## config.mk

```make
export PLATFORM = sky130hd
export DESIGN_NAME = acof_top
export DESIGN_NICKNAME = d
export VERILOG_FILES = /design/src/hw/acof_pkg.sv /design/src/hw/acof_sync2.sv /design/src/hw/acof_fmt.sv /design/src/hw/acof_top.sv
export VERILOG_INCLUDE_DIRS = /design/src /design/src/hw
export SDC_FILE = /design/constraint.sdc
export NUM_CORES = 1
export LEC_CHECK = 0
export ABC_AREA = 1
export BUFFER_PORTS_ARGS = -buffer_cell sky130_fd_sc_hd__buf_2
export CAP_MARGIN = 40
export CORE_MARGIN = 2
export CORE_UTILIZATION = 45
export CTS_CLUSTER_SIZE = 14
export DETAILED_ROUTE_END_ITERATION = 8
export HOLD_SLACK_MARGIN = 0.05
export PLACE_DENSITY = 0.65
export SETUP_SLACK_MARGIN = 0.2
export SKIP_CTS_REPAIR_TIMING = 1
export SYNTH_ARGS = -nofsm -noshare
export SYNTH_HDL_FRONTEND = slang
export SYNTH_SLANG_ARGS = --single-unit
```

## constraint.sdc

```tcl
create_clock -name clk_sys -period 3.1 [get_ports clk_sys]
set_input_delay 0.31 -clock clk_sys [delete_from_list [all_inputs] [get_ports clk_sys]]
set_output_delay 0.31 -clock clk_sys [all_outputs]
set_load 0.005 [all_outputs]
```

## src/hw/acof_cfg.svh

```systemverilog
// Register offsets, field positions, reset values, codes and timing counts
`ifndef ACOF_CFG_SVH
`define ACOF_CFG_SVH
// ==========================================
// Register offsets
`define ACOF_ADDR_PORT_CFG   8'h00
`define ACOF_ADDR_CLK_DIV    8'h72
`define ACOF_ADDR_FORMAT     8'h73
`define ACOF_ADDR_DLL        8'h74
`define ACOF_ADDR_POWER      8'h75
`define ACOF_ADDR_SYNC_ROLE  8'h77
`define ACOF_ADDR_CAL_STATUS 8'hB6
// ==========================================
// Fields and reset values
`define ACOF_SOFT_RESET_BIT  5
`define ACOF_PORT_CFG_RST    8'h00
`define ACOF_CLK_DIV_RST     8'h00
`define ACOF_FORMAT_RST      2'h1
`define ACOF_DLL_RST         1'h0
`define ACOF_POWER_RST       3'h0
`define ACOF_SYNC_ROLE_RST   1'h0
// ==========================================
// Codes
`define ACOF_FMT_OFFSET      2'h0
`define ACOF_FMT_TWOS        2'h1
`define ACOF_FMT_GRAY        2'h2
`define ACOF_STRAP_LOW       2'h0
`define ACOF_STRAP_FLOAT     2'h1
`define ACOF_STRAP_HIGH      2'h2
`define ACOF_PWR_NORMAL      2'h0
`define ACOF_PWR_NAP         2'h1
`define ACOF_PWR_SLEEP       2'h2
`define ACOF_DIV_PIN         2'h0
`define ACOF_DIV_1           2'h1
`define ACOF_DIV_2           2'h2
`define ACOF_DIV_4           2'h3
// ==========================================
// Timing
`define ACOF_CAL_CYCLES      64
`define ACOF_STRAP_SETTLE    2'h3
`endif

```

## src/hw/acof_pkg.sv

```systemverilog
// Types shared by the converter control block
`default_nettype none
package acof_pkg;
  typedef enum logic [1:0] {CAL_HOLD, CAL_RUN, CAL_DONE} acof_cal_t;
endpackage
`default_nettype wire

```

## src/hw/acof_sync2.sv

```systemverilog
// Two flip-flop synchroniser for pin inputs
`default_nettype none
module acof_sync2 #(
  parameter int             WIDTH   = 1,
  parameter logic [WIDTH-1:0] RST_VAL = '0
) (
  input  wire logic             clk_sys,
  input  wire logic             rst,
  input  wire logic [WIDTH-1:0] pinIn,
  output logic      [WIDTH-1:0] pinSync
);
  logic [WIDTH-1:0] stage1_r;
  logic [WIDTH-1:0] stage2_r;

  always_ff @(posedge clk_sys or posedge rst) begin
    if (rst) begin
      stage1_r <= RST_VAL;
      stage2_r <= RST_VAL;
    end else begin
      stage1_r <= pinIn;
      stage2_r <= stage1_r;
    end
  end

  assign pinSync = stage2_r;
endmodule // acof_sync2
`default_nettype wire

```

## src/hw/acof_fmt.sv

```systemverilog
// Sample word encoder with over-range clamp
`default_nettype none
`include "acof_cfg.svh"
module acof_fmt (
  input  wire logic [15:0] offsetWord,
  input  wire logic [1:0]  format,
  input  wire logic        overHigh,
  input  wire logic        overLow,
  output logic      [15:0] outWord
);
  always_comb begin
    case (format)
      `ACOF_FMT_OFFSET: outWord = offsetWord;
      `ACOF_FMT_GRAY:   outWord = offsetWord ^ (offsetWord >> 1);
      default:          outWord = {~offsetWord[15], offsetWord[14:0]};
    endcase
    if (overHigh) begin
      outWord = 16'hFFFF;
    end else if (overLow) begin
      outWord = 16'h0000;
    end
  end
endmodule // acof_fmt
`default_nettype wire

```

## src/hw/acof_top.sv

```systemverilog
// Converter control and output formatting top level
// What this block does
// - Low recalibration pin starts a new calibration
// - Over-range clamps output word to all ones high or all zeros low
// - Sample clock divider by two or four
// - Divider phase selects the sampling instant
// - Register divider ratio overrides strap pin
// - DLL slow or default fast range
// - Register 0x77 selects sync pair role
// - Sync pair defaults to link sync request
// - Sync input aligns lanes and devices
// - Soft-reset bit reruns reset and calibration
// - Soft-reset bit self-clears after calibration
// - Register power state overrides strap pin
// - Port disabled, but for 0xB6 reads, until strap saw normal
// - Format selectable, two's complement default
// - Offset binary spans zeros to ones
// - Two's complement inverts only the MSB
// - Calibration status bit at 0xB6 bit 0
// - Soft reset restores register defaults
// - Strap power state entered after calibration
`default_nettype none
`include "acof_cfg.svh"
module acof_top (
  input  wire logic        clk_sys,
  input  wire logic        rst,
  input  wire logic [7:0]  regAddr,
  input  wire logic [7:0]  regWrData,
  input  wire logic        regWr,
  input  wire logic        regRd,
  output logic      [7:0]  regRdData,
  input  wire logic        recal_request_n,
  input  wire logic [1:0]  divider_select_pin,
  input  wire logic [1:0]  power_state_pin,
  input  wire logic        sync_pair_pos,
  input  wire logic        sync_pair_neg,
  input  wire logic [15:0] coreSample,
  input  wire logic        coreValid,
  input  wire logic        coreOverHigh,
  input  wire logic        coreOverLow,
  output logic             sampleStrobe,
  output logic      [15:0] sampleWord,
  output logic             sampleValid,
  output logic             linkSyncRequestN,
  output logic             calRunning,
  output logic      [1:0]  powerState,
  output logic             dllRangeSlow
);
  // ==========================================
  // Pin synchronisers
  logic [6:0] pinSync;
  logic       recalN;
  logic [1:0] divStrap;
  logic [1:0] pwrStrap;
  logic       syncAsserted;

  // Reset value is the idle level of the recal and sync pins, so no false sync request follows reset
  acof_sync2 #(.WIDTH(7), .RST_VAL(7'h42)) u_sync (
    .clk_sys (clk_sys),
    .rst     (rst),
    .pinIn   ({recal_request_n, divider_select_pin, power_state_pin,
                sync_pair_pos, sync_pair_neg}),
    .pinSync (pinSync)
  );

  assign recalN       = pinSync[6];
  assign divStrap     = pinSync[5:4];
  assign pwrStrap     = pinSync[3:2];
  assign syncAsserted = ~pinSync[1] & pinSync[0];

  // ==========================================
  // Register file
  logic [7:0] portCfg_r, portCfg_nxt;
  logic [7:0] divider_select_pin_r, divider_select_pin_nxt;
  logic [1:0] format_r, format_nxt;
  logic       dll_r, dll_nxt;
  logic [2:0] power_r, power_nxt;
  logic       syncRole_r, syncRole_nxt;
  logic       softReset_r, softReset_nxt;
  logic [7:0] rdData_r, rdData_nxt;
  logic       spiEnabled_r, spiEnabled_nxt;
  logic [1:0] settle_r, settle_nxt;
  logic       wrOk;
  logic       softWr;
  logic       calFinish;
  logic       calDone;

  assign wrOk   = regWr & spiEnabled_r;
  assign softWr = wrOk & (regAddr == `ACOF_ADDR_PORT_CFG)
                  & regWrData[`ACOF_SOFT_RESET_BIT];

  always_comb begin
    portCfg_nxt    = portCfg_r;
    divider_select_pin_nxt     = divider_select_pin_r;
    format_nxt     = format_r;
    dll_nxt        = dll_r;
    power_nxt      = power_r;
    syncRole_nxt   = syncRole_r;
    softReset_nxt  = softReset_r;
    spiEnabled_nxt = spiEnabled_r;
    settle_nxt     = settle_r;
    if (settle_r != `ACOF_STRAP_SETTLE) begin
      settle_nxt = settle_r + 2'h1;
    end else if (pwrStrap == `ACOF_STRAP_LOW) begin
      spiEnabled_nxt = 1'b1;
    end
    if (calFinish) begin
      softReset_nxt = 1'b0;
    end
    if (softWr) begin
      portCfg_nxt   = `ACOF_PORT_CFG_RST;
      divider_select_pin_nxt    = `ACOF_CLK_DIV_RST;
      format_nxt    = `ACOF_FORMAT_RST;
      dll_nxt       = `ACOF_DLL_RST;
      power_nxt     = `ACOF_POWER_RST;
      syncRole_nxt  = `ACOF_SYNC_ROLE_RST;
      softReset_nxt = 1'b1;
    end else if (wrOk) begin
      case (regAddr)
        `ACOF_ADDR_PORT_CFG:  portCfg_nxt  = regWrData;
        `ACOF_ADDR_CLK_DIV:   divider_select_pin_nxt   = {4'h0, regWrData[3:0]};
        `ACOF_ADDR_FORMAT:    format_nxt   = regWrData[1:0];
        `ACOF_ADDR_DLL:       dll_nxt      = regWrData[0];
        `ACOF_ADDR_POWER:     power_nxt    = regWrData[2:0];
        `ACOF_ADDR_SYNC_ROLE: syncRole_nxt = regWrData[0];
        default: ;
      endcase
    end
    rdData_nxt = 8'h00;
    if (regRd && (spiEnabled_r || regAddr == `ACOF_ADDR_CAL_STATUS)) begin
      case (regAddr)
        `ACOF_ADDR_PORT_CFG:   rdData_nxt = portCfg_r | {2'h0, softReset_r, 5'h00};
        `ACOF_ADDR_CLK_DIV:    rdData_nxt = divider_select_pin_r;
        `ACOF_ADDR_FORMAT:     rdData_nxt = {6'h00, format_r};
        `ACOF_ADDR_DLL:        rdData_nxt = {7'h00, dll_r};
        `ACOF_ADDR_POWER:      rdData_nxt = {5'h00, power_r};
        `ACOF_ADDR_SYNC_ROLE:  rdData_nxt = {7'h00, syncRole_r};
        `ACOF_ADDR_CAL_STATUS: rdData_nxt = {7'h00, calDone};
        default:               rdData_nxt = 8'h00;
      endcase
    end
  end

  always_ff @(posedge clk_sys or posedge rst) begin
    if (rst) begin
      portCfg_r    <= `ACOF_PORT_CFG_RST;
      divider_select_pin_r     <= `ACOF_CLK_DIV_RST;
      format_r     <= `ACOF_FORMAT_RST;
      dll_r        <= `ACOF_DLL_RST;
      power_r      <= `ACOF_POWER_RST;
      syncRole_r   <= `ACOF_SYNC_ROLE_RST;
      softReset_r  <= 1'b0;
      rdData_r     <= 8'h00;
      spiEnabled_r <= 1'b0;
      settle_r     <= 2'h0;
    end else begin
      portCfg_r    <= portCfg_nxt;
      divider_select_pin_r     <= divider_select_pin_nxt;
      format_r     <= format_nxt;
      dll_r        <= dll_nxt;
      power_r      <= power_nxt;
      syncRole_r   <= syncRole_nxt;
      softReset_r  <= softReset_nxt;
      rdData_r     <= rdData_nxt;
      spiEnabled_r <= spiEnabled_nxt;
      settle_r     <= settle_nxt;
    end
  end

  // ==========================================
  // Calibration sequencer
  acof_pkg::acof_cal_t calState_r, calState_nxt;
  logic [6:0] calCnt_r, calCnt_nxt;
  logic       calBusy_r, calBusy_nxt;

  assign calDone   = (calState_r == acof_pkg::CAL_DONE);
  assign calFinish = (calState_r == acof_pkg::CAL_RUN) && !softWr && recalN
                     && (calCnt_r == 7'(`ACOF_CAL_CYCLES - 1));

  always_comb begin
    calState_nxt = calState_r;
    calCnt_nxt   = calCnt_r;
    case (calState_r)
      acof_pkg::CAL_HOLD: begin
        calCnt_nxt = 7'h00;
        if (recalN) begin
          calState_nxt = acof_pkg::CAL_RUN;
        end
      end
      acof_pkg::CAL_RUN: begin
        calCnt_nxt = calCnt_r + 7'h01;
        if (calFinish) begin
          calState_nxt = acof_pkg::CAL_DONE;
        end
      end
      acof_pkg::CAL_DONE: calCnt_nxt = 7'h00;
      default: calState_nxt = acof_pkg::CAL_HOLD;
    endcase
    if (softWr) begin
      calState_nxt = acof_pkg::CAL_RUN;
      calCnt_nxt   = 7'h00;
    end
    if (!recalN) begin
      calState_nxt = acof_pkg::CAL_HOLD;
      calCnt_nxt   = 7'h00;
    end
    calBusy_nxt = (calState_nxt != acof_pkg::CAL_DONE);
  end

  always_ff @(posedge clk_sys or posedge rst) begin
    if (rst) begin
      calState_r <= acof_pkg::CAL_RUN;
      calCnt_r   <= 7'h00;
      calBusy_r  <= 1'b1;
    end else begin
      calState_r <= calState_nxt;
      calCnt_r   <= calCnt_nxt;
      calBusy_r  <= calBusy_nxt;
    end
  end

  // ==========================================
  // Clock divider, phase select and sync role
  logic [1:0] ratio;
  logic [1:0] divMask;
  logic [1:0] divCnt_r, divCnt_nxt;
  logic       divReset;

  always_comb begin
    ratio = divider_select_pin_r[1:0];
    if (ratio == `ACOF_DIV_PIN) begin
      case (divStrap)
        `ACOF_STRAP_FLOAT: ratio = `ACOF_DIV_1;
        `ACOF_STRAP_HIGH:  ratio = `ACOF_DIV_4;
        default:           ratio = `ACOF_DIV_2;
      endcase
    end
    case (ratio)
      `ACOF_DIV_2: divMask = 2'h1;
      `ACOF_DIV_4: divMask = 2'h3;
      default:     divMask = 2'h0;
    endcase
  end

  assign divReset   = syncRole_r & syncAsserted;
  assign divCnt_nxt = divReset ? 2'h0 : (divCnt_r + 2'h1) & divMask;

  // ==========================================
  // Output stage
  logic [15:0] fmtWord;
  logic        strobe_r, strobe_nxt;
  logic [15:0] word_r, word_nxt;
  logic        valid_r, valid_nxt;
  logic        syncN_r, syncN_nxt;
  logic [1:0]  pwr_r, pwr_nxt;

  acof_fmt u_fmt (
    .offsetWord (coreSample),
    .format     (format_r),
    .overHigh   (coreOverHigh),
    .overLow    (coreOverLow),
    .outWord    (fmtWord)
  );

  always_comb begin
    strobe_nxt = !divReset && ((divCnt_r & divMask) == (divider_select_pin_r[3:2] & divMask));
    valid_nxt  = coreValid & calDone;
    word_nxt   = coreValid & calDone ? fmtWord : word_r;
    syncN_nxt  = syncRole_r ? 1'b1 : ~syncAsserted;
    pwr_nxt    = `ACOF_PWR_NORMAL;
    if (calDone) begin
      pwr_nxt = power_r[2] ? power_r[1:0] : pwrStrap;
    end
  end

  always_ff @(posedge clk_sys or posedge rst) begin
    if (rst) begin
      divCnt_r <= 2'h0;
      strobe_r <= 1'b0;
      word_r   <= 16'h0000;
      valid_r  <= 1'b0;
      syncN_r  <= 1'b1;
      pwr_r    <= `ACOF_PWR_NORMAL;
    end else begin
      divCnt_r <= divCnt_nxt;
      strobe_r <= strobe_nxt;
      word_r   <= word_nxt;
      valid_r  <= valid_nxt;
      syncN_r  <= syncN_nxt;
      pwr_r    <= pwr_nxt;
    end
  end

  assign regRdData        = rdData_r;
  assign sampleStrobe     = strobe_r;
  assign sampleWord       = word_r;
  assign sampleValid      = valid_r;
  assign linkSyncRequestN = syncN_r;
  assign calRunning       = calBusy_r;
  assign powerState       = pwr_r;
  assign dllRangeSlow     = dll_r;
endmodule // acof_top
`default_nettype wire

```

* After elaboration in Yosys (flattened, before gate mapping)
Index checks and enable logic that the tools add are counted.
** Storage, ports and cells
- Flip-flop bits (word level) :: 82
- Bits in latches :: 0
- RAM bits :: 0
- Bits in read-only memories :: 0
- Bits of input ports :: 46
- Output and inout bits :: 31
- Word-level logic and storage cells :: 125
- Memories :: 0
** Operators by class
- Add/sub/neg operators :: 3
- Multipliers :: 0
- Divide/modulo/power cells :: 0
- Magnitude comparators :: 0
- Equality and inequality tests :: 18
- Shift-type cells :: 0
- Muxes and demuxes :: 39
- Bitwise operators :: 15
- Reduce and logical (&&, ||, !) cells :: 29
** Operator list (count)
- 2-to-1 mux 8 bit :: 7
- case mux 8 bit (7 select lines) :: 1
- equality test 8 x 7 -> 1 bit, second input constant :: 5
- 2-to-1 mux 16 bit :: 2
- case mux 16 bit (2 select lines) :: 1
- 2-to-1 mux 2 bit :: 10
- nonzero test 2 bit :: 8
- bitwise XOR 16 x 15 -> 16 bit :: 1
- 2-to-1 mux 7 bit :: 2
- case mux 7 bit (2 select lines) :: 1
- AND reduction 2 bit :: 7
- equality test 2 bit, second input constant :: 5
- 2-to-1 mux 1 bit :: 9
- 2-to-1 mux 3 bit :: 3
- equality test 8 bit, second input constant :: 1
- logical NOT 2 bit :: 4
- logical NOT 8 bit :: 1
- OR 8 x 6 -> 8 bit :: 1
- case mux 2 bit (2 select lines) :: 2
- adder 7 x 1 -> 7 bit, second input constant :: 1
- equality test 7 x 6 -> 1 bit, second input constant :: 1
- AND 1 bit :: 6
- AND 2 bit :: 3
- case mux 2 bit (3 select lines) :: 1
- other kinds (10) :: 21

* Longest topological paths before layout
Gate-level depths: netlist of run 1.
- Depth in word-level cells :: 12
- Mapped depth :: 9
- Gate-level depth less buffers :: 9

* Modules after synthesis
From an unflattened synthesis of run 1, not the netlist that was laid out.
** Unflattened totals
- Cells, all modules :: 483
- Area total of the unflattened synthesis :: 3870.0 um^2
** Modules (own cells, without submodules)
- acof_top :: times used 1, cells an instance 362, area each 3004.1 um^2, seq. area each 1606.5 um^2
- acof_fmt :: times used 1, cells an instance 106, area each 506.7 um^2, seq. area each 0.0 um^2
- acof_sync2 :: times used 1, cells an instance 15, area each 359.1 um^2, seq. area each 355.3 um^2

* Worst setup path after synthesis of run 1
Ideal clock, no wire load.
- Path type :: register -> register
- Start point :: register calCnt_r[0]
- End point :: register calState_r[1]
- Arrival time :: 1.175 ns
- Slack :: 1.864 ns
- Stages on the path, launching flop included :: 8
- Buffers on the path :: 0
- Cell sequence :: dfrtp_1 ha_1 nand4_1 nor3_1 nand3_1 nand2_1 nand2_2 inv_2
** On the way
- Cells in the longest elaborated chain, start to end :: 6
** Ends and longest elaborated chain
- start, declared :: RTL line acof_top.sv:173 : logic [6:0] calCnt_r, calCnt_nxt;
- start signal, assigned :: RTL line acof_top.sv:217 : calCnt_r <= calCnt_nxt;
- equality test 7 x 6 -> 1 bit :: RTL line acof_top.sv:178 : && (calCnt_r == 7'(`ACOF_CAL_CYCLES - 1));
- logical AND 1 bit :: RTL line acof_top.sv:177 : assign calFinish = (calState_r == acof_pkg::CAL_RUN) && !softWr && recalN
- 2-to-1 mux 2 bit :: RTL line acof_top.sv:192 : if (calFinish) begin
- case mux 2 bit (3 select lines) :: RTL line acof_top.sv:183 : case (calState_r)
- 2-to-1 mux 2 bit :: RTL line acof_top.sv:199 : if (softWr) begin
- 2-to-1 mux 2 bit :: RTL line acof_top.sv:203 : if (!recalN) begin
- named net calState_nxt[1] :: RTL line acof_top.sv:172 : acof_pkg::acof_cal_t calState_r, calState_nxt;
- end signal, assigned :: RTL line acof_top.sv:212 : calState_r <= acof_pkg::CAL_RUN;
- end signal, assigned :: RTL line acof_top.sv:216 : calState_r <= calState_nxt;
- end, declared :: RTL line acof_top.sv:172
The timed path passes the listed nets, and every way through them passes these cells.
A chain may end at the register's enable or synchronous reset.

* Worst setup path in the final report of run 1
- Start point :: register format_r[1]
- End point :: register word_r[7] (netlist: sampleWord[7])
** On the way
- Cells in the longest elaborated chain, start to end :: 4
- Elaborated cells on any way between the ends :: 5
- Classes of those cells :: eq/ne: 1; mux: 3; reduce/logical: 1
** Ends and longest elaborated chain
- start, declared :: RTL line acof_top.sv:75 : logic [1:0] format_r, format_nxt;
- start signal, assigned :: RTL line acof_top.sv:148 : format_r <= `ACOF_FORMAT_RST;
- start signal, assigned :: RTL line acof_top.sv:159 : format_r <= format_nxt;
- equality test 2 bit / logical NOT 2 bit (equally long branches) :: RTL line acof_fmt.sv:12 : case (format)
- case mux 16 bit (2 select lines) * :: RTL line acof_fmt.sv:12
- 2-to-1 mux 16 bit * :: RTL line acof_fmt.sv:19 : end else if (overLow) begin
- 2-to-1 mux 16 bit * :: RTL line acof_fmt.sv:17 : if (overHigh) begin
- end signal, assigned :: RTL line acof_top.sv:287 : word_r <= word_nxt;
- end, declared :: RTL line acof_top.sv:252 : logic [15:0] word_r, word_nxt;
Every way passes the cells marked *; elsewhere a longest branch is shown, timed or not.

==> results of run 1 <==
-- flip-flops by register name, indices dropped and copies added, names as in the netlist, 3 cells and up --
signal                cells
calCnt_r                  7
divider_select_pin_r      4
portCfg_r                 8
power_r                   3
regRdData                 8
sampleWord               16
u_sync.pinSync            7
u_sync.stage1_r           7
-- worst register-to-register path, delay by kind of cell (launching register included) --
kind | cells | cell delay, ns
buffers and inverters | 2 | 0.38
DFF | 1 | 0.33
and+or+nand+nor | 2 | 0.41
AOI/OAI and AO/OA | 2 | 0.40
-- final cells by class --
class | instances | area (µm²) | area share
Sequential cell | 78 | 1960 | 0.455
Multi-Input combinational cell | 267 | 1390 | 0.322
Timing Repair Buffer | 81 | 425 | 0.0987
Inverter | 61 | 231 | 0.0537
Tap cell | 102 | 128 | 0.0296
Clock buffer | 9 | 124 | 0.0287
Clock inverter | 7 | 53.8 | 0.0125
-- per-stage QoR --
| step | power, mW | hold slack (ns) | util |
|---|---|---|---|
| after global routing | 2.05 | 0.0548 | 0.555 |
| after detailed placement | 1.29 | 0.335 | 0.528 |
| after global placement | 1.28 | 0.334 | 0.528 |
| after CTS | 1.98 | 0.0398 | 0.551 |
| final | 1.95 | 0.0552 | 0.555 |
| after floorplan | 1.21 | 0.314 | - |
-- cells in the mapped netlist --
library cell / number
sky130_fd_sc_hd__clkbuf_1: 1
sky130_fd_sc_hd__nand2_1: 71
sky130_fd_sc_hd__nor2_2: 3
sky130_fd_sc_hd__nor3_1: 5
sky130_fd_sc_hd__clkinv_2: 1
sky130_fd_sc_hd__buf_1: 1
sky130_fd_sc_hd__nand2_2: 6
sky130_fd_sc_hd__nand3_2: 1
sky130_fd_sc_hd__buf_6: 2
sky130_fd_sc_hd__nand3_1: 55
sky130_fd_sc_hd__inv_2: 3
sky130_fd_sc_hd__buf_2: 1
sky130_fd_sc_hd__dfstp_2: 8
sky130_fd_sc_hd__nand4_1: 7
sky130_fd_sc_hd__inv_1: 57
sky130_fd_sc_hd__o21ai_1: 2
sky130_fd_sc_hd__o22ai_1: 2
sky130_fd_sc_hd__o21ai_0: 38
sky130_fd_sc_hd__clkbuf_2: 1
sky130_fd_sc_hd__o21bai_1: 1
sky130_fd_sc_hd__nor2_4: 5
sky130_fd_sc_hd__nand2_4: 1
sky130_fd_sc_hd__xnor2_1: 3
sky130_fd_sc_hd__o2111ai_1: 1
sky130_fd_sc_hd__mux2i_1: 1
sky130_fd_sc_hd__buf_4: 1
sky130_fd_sc_hd__ha_1: 3
sky130_fd_sc_hd__dfrtp_1: 70
sky130_fd_sc_hd__mux2_2: 1
sky130_fd_sc_hd__nor2_1: 34
sky130_fd_sc_hd__a2bb2oi_1: 16
sky130_fd_sc_hd__xor2_1: 1
sky130_fd_sc_hd__or2_2: 2
sky130_fd_sc_hd__a21oi_1: 8
-- cell families (layout without fill, tap and decap cells) --
kind of cell	after synthesis	in the layout	share of synthesized area
DFF	78	78	0.541
AOI/OAI and AO/OA	68	68	0.113
xor gates and xnor gates	4	4	0.00966
and+or+nand+nor	190	190	0.244
muxes	2	2	0.00586
buffers and inverters	68	158	0.0766
adders and majority gates	3	3	0.0103
-- routing by layer --
layer	share of wire	track usage	up-vias	routed length, µm
met5	0	0	-	0
met4	0.0080	0.0773	0	63
met3	0.060	0.0369	6	477
met2	0.45	0.299	84	3580
met1	0.48	0.267	1429	3800
li1	-	-	1525	-
-- how the worst max path moves through the flow --
stage / from / to / slack (ns)
floorplan: rst / calCnt_r[0]$_DFFE_PP0P_ / 0.81
global placement: regAddr[7] / calState_r[1]$_DFF_PP0_ / 1.34
detailed placement: regAddr[7] / calState_r[1]$_DFF_PP0_ / 1.29
CTS: spiEnabled_r$_DFFE_PP0P_ / calState_r[1]$_DFF_PP0_ / 1.51
global route: spiEnabled_r$_DFFE_PP0P_ / divider_select_pin_r[2]$_DFFE_PP0P_ / 1.25
finish: format_r[1]$_DFFE_PP0P_ / sampleWord[7]$_DFFE_PP0P_ / 1.49
-- power by group through the flow --
stage                     clock [mW]  sequential, mW  combinational (mW)
after floorplan                    0            1.10               0.112
after global placement             0            1.10               0.181
after detailed placement           0            1.10               0.185
after CTS                      0.709            1.08               0.185
after global routing           0.751            1.09               0.214
final                          0.683            1.08               0.186
==> impl_metrics.toml, run 1 <==
[outcome]
run_status = "completed"

[grt]
groute.usage.overall = 0.193
grt_max_degree = 41
globalRoute.totalOverflow = 0
first_pass_grt_wire_length_um = 13300
antenna_found_initial = 0
grt_pass1_vias = 2844

[timing]
part_of_the_cycle_the_worst_path_needs = 0.519
clock_period_minus_final_worst_setup_slack_ns = 1.61
finalClockSkew_ns = 0.0112
final.setup.worst_slack_ns = 1.49
worstMarginPinSlew_ns = 0.712
final_hold_vio_count = 0
final_setup_fails = 0
setup-tns-final_ns = 0
max_clock_freq_mhz = 622
rsz0062_at_grt = "false"
timing_max_transition_violations_final = 0
slew-limit-headroom = 0.525

[setup_path]
cpLargestDelayFamily = "simple AND/OR/NAND/NOR gates"
worst_setup_path_end_kind = "flop"
slowest_stage = "sky130_fd_sc_hd__dfrtp_1"
critical_path.reg2reg.startpoint = "format_r[1]$_DFFE_PP0P_"
timing.critical_path.arrival_ns = 1.87
timing.critical_path.from_type = "flop"
timing.rr.end = "sampleWord[7]$_DFFE_PP0P_"
critPathMostFrequentCell = "sky130_fd_sc_hd__inv_1"
cp_num_cells = 6
cpPeakStageDelay_ns = 0.33
critical_path.cell_chain = "inv_1 -> nor2_4 -> inv_1 -> o21ai_0 -> nand3_1 -> a2bb2oi_1"
setup.worst_path.class = "flop to flop"
critical_path_peak_fanout = 16
required_ns = 3.37
worstRegToRegCells = 6
timing.reg2reg.setup_slack_ns = 1.49
critical_path_buf_inv_count = 2

[power]
power_switching_share = 0.270
combPwrFrac = 0.095
share_clk_of_total_power = 0.350
leakagePower_nw = 2.26
max-vdd-ir-drop_mv = 0.275
power.internal_mw = 1.42
power_per_cell_area_nw_per_um2 = 453
p_switching_mw = 0.527
power_frac_seq = 0.555

[job]
max_cap_viol_count = 0

[synth]
post-synth-top-area-cell = "sky130_fd_sc_hd__dfrtp_1"
leading_post_synthesis_cells_by_cell_area = "sky130_fd_sc_hd__dfrtp_1 (48%), sky130_fd_sc_hd__nand3_1 (7.6%), sky130_fd_sc_hd__nand2_1 (7.3%), sky130_fd_sc_hd__inv_1 (5.9%), sky130_fd_sc_hd__dfstp_2 (5.8%)"
synth_seq_area_share = 0.541
synth_cells = 413
ys_warn_count = 0
synth_fp_nets = 462
synth_largest_type_area_fraction = 0.483
synth.cell_area_um2 = 3630
ys_seq_elements = 78
synth.distinct_cells = 34
syn_avg_cell_area_um2 = 8.78

[finish]
finish.instance_area_um2 = 4310
commonest_non_fill_non_tap_cell_in_the_layout = "sky130_fd_sc_hd__buf_2"
layout_cell_share_with_drive_strength_beyond_1 = 0.250
mostFrequentLayoutCells = "sky130_fd_sc_hd__buf_2 (76), sky130_fd_sc_hd__nand2_1 (71), sky130_fd_sc_hd__dfrtp_1 (70)"
final_net_count = 547
fillerInstances = 740
n_antenna_cell = 0
final_cells = 605
area_growth_pct = 18.9

[clocking]
ctsHtreeMaxLevel = 3
number_of_clock_sinks = 78
clock_network_latency_to_the_later_pin_of_the_worst_skew_pair_ns = 0.34
cts_buffers = 9
clock_path_buffers = 2
cts_tree = "done"
clk_pin_slew_worst_paths_ns = 0.09
root_buffer = "sky130_fd_sc_hd__clkbuf_8"

[floorplan]
design.portCount = 77
rows = 32
core_um2 = 7770
chipWidth_um = 93.8
die_area_um2 = 8790
die_height_um = 93.8
floorplan.initialDensity = 0.467

[detailed_routing]
viasPerCell = 5.03
drc_errors = 0
first_pass_iters = 4
ant_nets = 0
routed_wire_length_per_instance_um = 13.1
violation_count_after_the_first_detailed_route_iteration = 183
wirelength_um = 7920
vias = 3044

[place]
instance_area_after_placement_um2 = 4100
post-place-ws_ns = 1.29
gp_routability_congestion = 0.920
dp.final_hpwl_um = 5900
placed_cells_incl_taps = 586
port-buffer-count = 76

[hold_path]
hp-class = "input pin to asynchronous set/reset pin"
No activity file was read; power rests on OpenSTA's default activity.
==> run 2, diff against run 1 <==
Clock period 3.1 ns to 1.49 ns, I/O delays scaled along.
==> impl_metrics.toml, run 2 (synthesis results as in run 1) <==
[power]
p_switching_mw = 1.08
leakagePower_nw = 2.44
power.internal_mw = 3.16
max-vdd-ir-drop_mv = 0.521
power_frac_seq = 0.529
combPwrFrac = 0.115
share_clk_of_total_power = 0.355
power_per_cell_area_nw_per_um2 = 902
total_power_mw = 4.25
power_switching_share = 0.255

[timing]
worstMarginPinSlew_ns = 0.477
slew-limit-headroom = 0.682
clock_period_minus_final_worst_setup_slack_ns = 1.33
final_setup_fails = 0
part_of_the_cycle_the_worst_path_needs = 0.896
rsz0062_at_grt = "true"
setup-tns-final_ns = 0
final_hold_vio_count = 0
finalClockSkew_ns = 0.00649
max_clock_freq_mhz = 749
timing_max_transition_violations_final = 0
final.setup.worst_slack_ns = 0.155

[finish]
commonest_non_fill_non_tap_cell_in_the_layout = "sky130_fd_sc_hd__buf_2"
n_antenna_cell = 0
mostFrequentLayoutCells = "sky130_fd_sc_hd__buf_2 (76), sky130_fd_sc_hd__dfrtp_1 (70), sky130_fd_sc_hd__nand2_1 (69)"
layout_cell_share_with_drive_strength_beyond_1 = 0.317
area_growth_pct = 29.8
final_net_count = 571
largest_register_ffs = 16
final_cells = 629
fillerInstances = 694
finish.instance_area_um2 = 4710

[place]
placed_cells_incl_taps = 593
instance_area_after_placement_um2 = 4210
dp.final_hpwl_um = 6200
gp_routability_congestion = 0.868
port-buffer-count = 76
post-place-ws_ns = 0.0992

[setup_path]
timing.critical_path.arrival_ns = 1.61
timing.critical_path.from_type = "flop"
critical_path_peak_fanout = 7
required_ns = 1.77
setup.worst_path.class = "flop to flop"
worst_setup_path_end_kind = "flop"

[grt]
groute.usage.overall = 0.197
grt_pass1_vias = 2875
grt_max_degree = 30
first_pass_grt_wire_length_um = 13500
globalRoute.totalOverflow = 0
antenna_found_initial = 0

[clocking]
cts_buffers = 9
clock_network_latency_to_the_later_pin_of_the_worst_skew_pair_ns = 0.34
clk_pin_slew_worst_paths_ns = 0.08
cts_tree = "done"
clock_path_buffers = 2
ctsHtreeMaxLevel = 3
number_of_clock_sinks = 78
root_buffer = "sky130_fd_sc_hd__clkbuf_8"

[floorplan]
core_um2 = 7770
chipWidth_um = 93.8
design.portCount = 77
die_height_um = 93.8
rows = 32
die_area_um2 = 8790
floorplan.initialDensity = 0.467

[detailed_routing]
ant_nets = 0
viasPerCell = 5.06
first_pass_iters = 5
routed_wire_length_per_instance_um = 13.6
violation_count_after_the_first_detailed_route_iteration = 139
drc_errors = 0
wirelength_um = 8540
vias = 3180

[hold_path]
hp-class = "input pin to flop"

[job]
max_cap_viol_count = 0

[outcome]
run_status = "completed"
-- run 2: cell count changes in the layout (fill, tap and decap cells not counted), sizes merged --
cell         previous run  this run
inv                    62        59
dlygate4sd3             3         9
clkinv                  3         4
clkbuf                  9        10
bufinv                  0         1
buf                    78        94
clkinvlp                3         5
-- run 2: metrics by stage --
stage	hold WS, ns	util
2_1_floorplan	0.153	-
5_1_grt	0.0524	0.606
4_1_cts	-0.176	0.566
6_report	0.0477	0.606
3_3_place_gp	0.196	0.542
3_5_place_dp	0.203	0.542
-- run 2: final cells by class --
| cell class | count | area, µm² | share of cell area |
|---|---|---|---|
| sequential | 78 | 1960 | 0.417 |
| multi-input combinational | 267 | 1480 | 0.314 |
| timing repair inverter | 1 | 7.51 | 0.00159 |
| timing repair buffer | 104 | 701 | 0.149 |
| tap | 102 | 128 | 0.0271 |
| clock inverter | 7 | 65.1 | 0.0138 |
| clock buffer | 9 | 124 | 0.0263 |
| inverter | 61 | 241 | 0.0513 |
-- run 2: power by group through the flow --
stage | combinational (mW) | clock, mW | sequential, mW
floorplan | 0.234 | 0 | 2.28
global placement | 0.402 | 0 | 2.29
detailed placement | 0.416 | 0 | 2.29
CTS | 0.417 | 1.56 | 2.25
global route | 0.548 | 1.67 | 2.26
finish | 0.490 | 1.51 | 2.25
-- run 2: metal layers --
layer  track usage  part of all wire  wire length [µm]  vias to the layer above
met2         0.314              0.48              4070                      104
li1              -                 -                 -                     1578
met5             0                 0                 0                        -
met1         0.272              0.46              3890                     1486
met3        0.0289             0.052               441                       12
met4        0.0761             0.016               136                        0
-- run 2: final timing paths --
path | startpoint | cells past startpoint | slack, ns | endpoint
setup / recovery | format_r[1]$_DFFE_PP0P_ | 7 | 0.16 | sampleWord[0]$_DFFE_PP0P_
hold / removal | regWrData[6] | 3 | 0.05 | portCfg_r[6]$_DFFE_PP0P_
setup reg to reg | format_r[1]$_DFFE_PP0P_ | 7 | 0.16 | sampleWord[0]$_DFFE_PP0P_
hold reg to reg | u_sync.stage1_r[5]$_DFF_PP0_ | 0 | 0.35 | u_sync.pinSync[5]$_DFF_PP0_
max in group asynchronous | rst | 4 | 0.58 | linkSyncRequestN$_DFF_PP1_
min in group asynchronous | rst | 3 | 0.38 | powerState[0]$_DFF_PP0_
-- run 2: worst max-delay path, stage by stage (launching register included) --
cell and delay, ns:
sky130_fd_sc_hd__dfrtp_1 0.34, sky130_fd_sc_hd__inv_2 0.05, sky130_fd_sc_hd__nor2_4 0.15, sky130_fd_sc_hd__buf_6 0.13, sky130_fd_sc_hd__clkinvlp_4 0.15, sky130_fd_sc_hd__o21bai_1 0.18, sky130_fd_sc_hd__nand3_1 0.12, sky130_fd_sc_hd__a2bb2oi_2 0.16
==> run 3, diff against run 2 <==
Clock period 1.49 ns to 1.29 ns, I/O delays scaled along.
==> impl_metrics.toml, run 3 (synthesis results as in run 1) <==
[floorplan]
rows = 32
die_height_um = 93.8
chipWidth_um = 93.8
floorplan.initialDensity = 0.467
design.portCount = 77
die_area_um2 = 8790
core_um2 = 7770

[clocking]
number_of_clock_sinks = 78
clk_pin_slew_worst_paths_ns = 0.08
ctsHtreeMaxLevel = 3
root_buffer = "sky130_fd_sc_hd__clkbuf_8"
clock_path_buffers = 2
cts_tree = "done"
clock_network_latency_to_the_later_pin_of_the_worst_skew_pair_ns = 0.36
cts_buffers = 9

[finish]
commonest_non_fill_non_tap_cell_in_the_layout = "sky130_fd_sc_hd__buf_2"
final_cells = 645
area_growth_pct = 44.5
layout_cell_share_with_drive_strength_beyond_1 = 0.407
largest_register_ffs = 16
n_antenna_cell = 0
final_util = 0.675
mostFrequentLayoutCells = "sky130_fd_sc_hd__buf_2 (75), sky130_fd_sc_hd__dfrtp_1 (70), sky130_fd_sc_hd__nand2_1 (57)"
final_net_count = 587

[detailed_routing]
ant_nets = 0
wirelength_um = 9470
viasPerCell = 5.15
first_pass_iters = 5
drc_errors = 0
violation_count_after_the_first_detailed_route_iteration = 237
routed_wire_length_per_instance_um = 14.7
vias = 3324

[grt]
grt_busiest_layer = "met2"
globalRoute.totalOverflow = 0
grt.met1_usage = 0.263
grtUsageMet3 = 0.0417
antenna_found_initial = 0
grt_pass1_vias = 2883
groute.usage.overall = 0.197
first_pass_grt_wire_length_um = 13500
grt_max_degree = 39
grt_util_met2 = 0.316

[place]
placed_cells_incl_taps = 601
gp_routability_congestion = 0.819
port-buffer-count = 76
dp.final_hpwl_um = 6100

[setup_path]
critical_path.cell_chain = "ha_2 -> nand4_1 -> nor3_2 -> nand3_2 -> nand2_2 -> nand2_2 -> inv_2"
slowest_stage = "sky130_fd_sc_hd__dfrtp_1"
origin_of_the_worst_setup_path = "calCnt_r[1]$_DFFE_PP0P_"
critical_path.reg2reg.startpoint = "calCnt_r[1]$_DFFE_PP0P_"
critical_path_peak_fanout = 3
critPathMostFrequentCell = "sky130_fd_sc_hd__nand2_2"
worst_setup_path_end_kind = "flop"
required_ns = 1.59
timing.critical_path.arrival_ns = 1.63
cpPeakStageDelay_ns = 0.37
setup.worst_path.class = "flop to flop"
timing.critical_path.from_type = "flop"

[power]
leakagePower_nw = 2.62
max-vdd-ir-drop_mv = 0.739
power_per_cell_area_nw_per_um2 = 1010
total_power_mw = 5.31

[timing]
final.setup.worst_slack_ns = -0.0381
clock_period_minus_final_worst_setup_slack_ns = 1.33
holdWs_ns = 0.0668
final_setup_fails = 3
setup-tns-final_ns = -0.0834
slew-limit-headroom = 0.683
max_clock_freq_mhz = 753
final_hold_vio_count = 0
timing_max_transition_violations_final = 0
finalClockSkew_ns = 0.00881
rsz0062_at_grt = "true"
worstMarginPinSlew_ns = 0.475
part_of_the_cycle_the_worst_path_needs = 1.03

[outcome]
run_status = "complete, but fails checks"
violated_checks = "negative setup slack"

[job]
max_cap_viol_count = 0

[hold_path]
hp-class = "input pin to flop"
startpoint_of_the_most_critical_hold_path = "regWrData[2]"
[run 3: changes by cell type in the layout (fill, tap and decap cells not counted), sizes merged]
cell         change
clkinvlp         -3
clkbuf           +6
bufinv           +1
dlygate4sd3      +4
inv              -1
buf             +11
clkinv           -2
[run 3: area by class of cell]
class                           instances  area, µm²
Tap cell                              102        128
Clock buffer                           13        159
Timing Repair Buffer                  121        900
Fill cell                             614       2530
Sequential cell                        78       1960
Inverter                               61        279
Multi-Input combinational cell        267       1750
Clock inverter                          3       67.6
[run 3: critical path, delay by kind of cell, from the launching register on]
kind | cells | cell delay [ns]
buffers and inverters | 1 | 0.04
adders and majority gates | 1 | 0.21
DFF | 1 | 0.37
and+or+nand+nor | 5 | 0.65
[run 3: through the flow]
| step | cell area, µm² | setup WS, ns |
|---|---|---|
| 6_report | 5240 | -0.0381 |
| 5_1_grt | 5240 | -0.173 |
| 4_1_cts | 4490 | -0.0163 |
| 3_5_place_dp | 4270 | -0.0564 |
| 3_3_place_gp | 4270 | -0.0359 |
| 2_1_floorplan | 3650 | 0.0543 |
[run 3: final timing paths]
kind | endpoint | slack [ns] | cells past startpoint
worst max-delay path | calState_r[1]$_DFF_PP0_ | -0.04 | 7
worst min-delay path | power_r[2]$_DFFE_PP0P_ | 0.07 | 3
worst max register to register | calState_r[1]$_DFF_PP0_ | -0.04 | 7
worst min register to register | u_sync.pinSync[4]$_DFF_PP0_ | 0.35 | 0
max in group asynchronous | u_sync.stage1_r[1]$_DFF_PP1_ | 0.41 | 4
min in group asynchronous | calCnt_r[0]$_DFFE_PP0P_ | 0.31 | 3
[run 3: metal layers]
layer  part of all wire  vias to the layer above
met5                  0                        -
met2               0.50                       85
met1               0.44                     1600
met3              0.046                       19
met4              0.020                        0
li1                   -                     1620
[run 3: power breakdown]
| part | internal, mW | switching (mW) | leakage, nW |
|---|---|---|---|
| clock | 1.20 | 0.894 | 0.110 |
| sequential | 2.54 | 0.0567 | 0.991 |
| combinational | 0.267 | 0.357 | 1.52 |
| total | 4.01 | 1.31 | 2.62 |
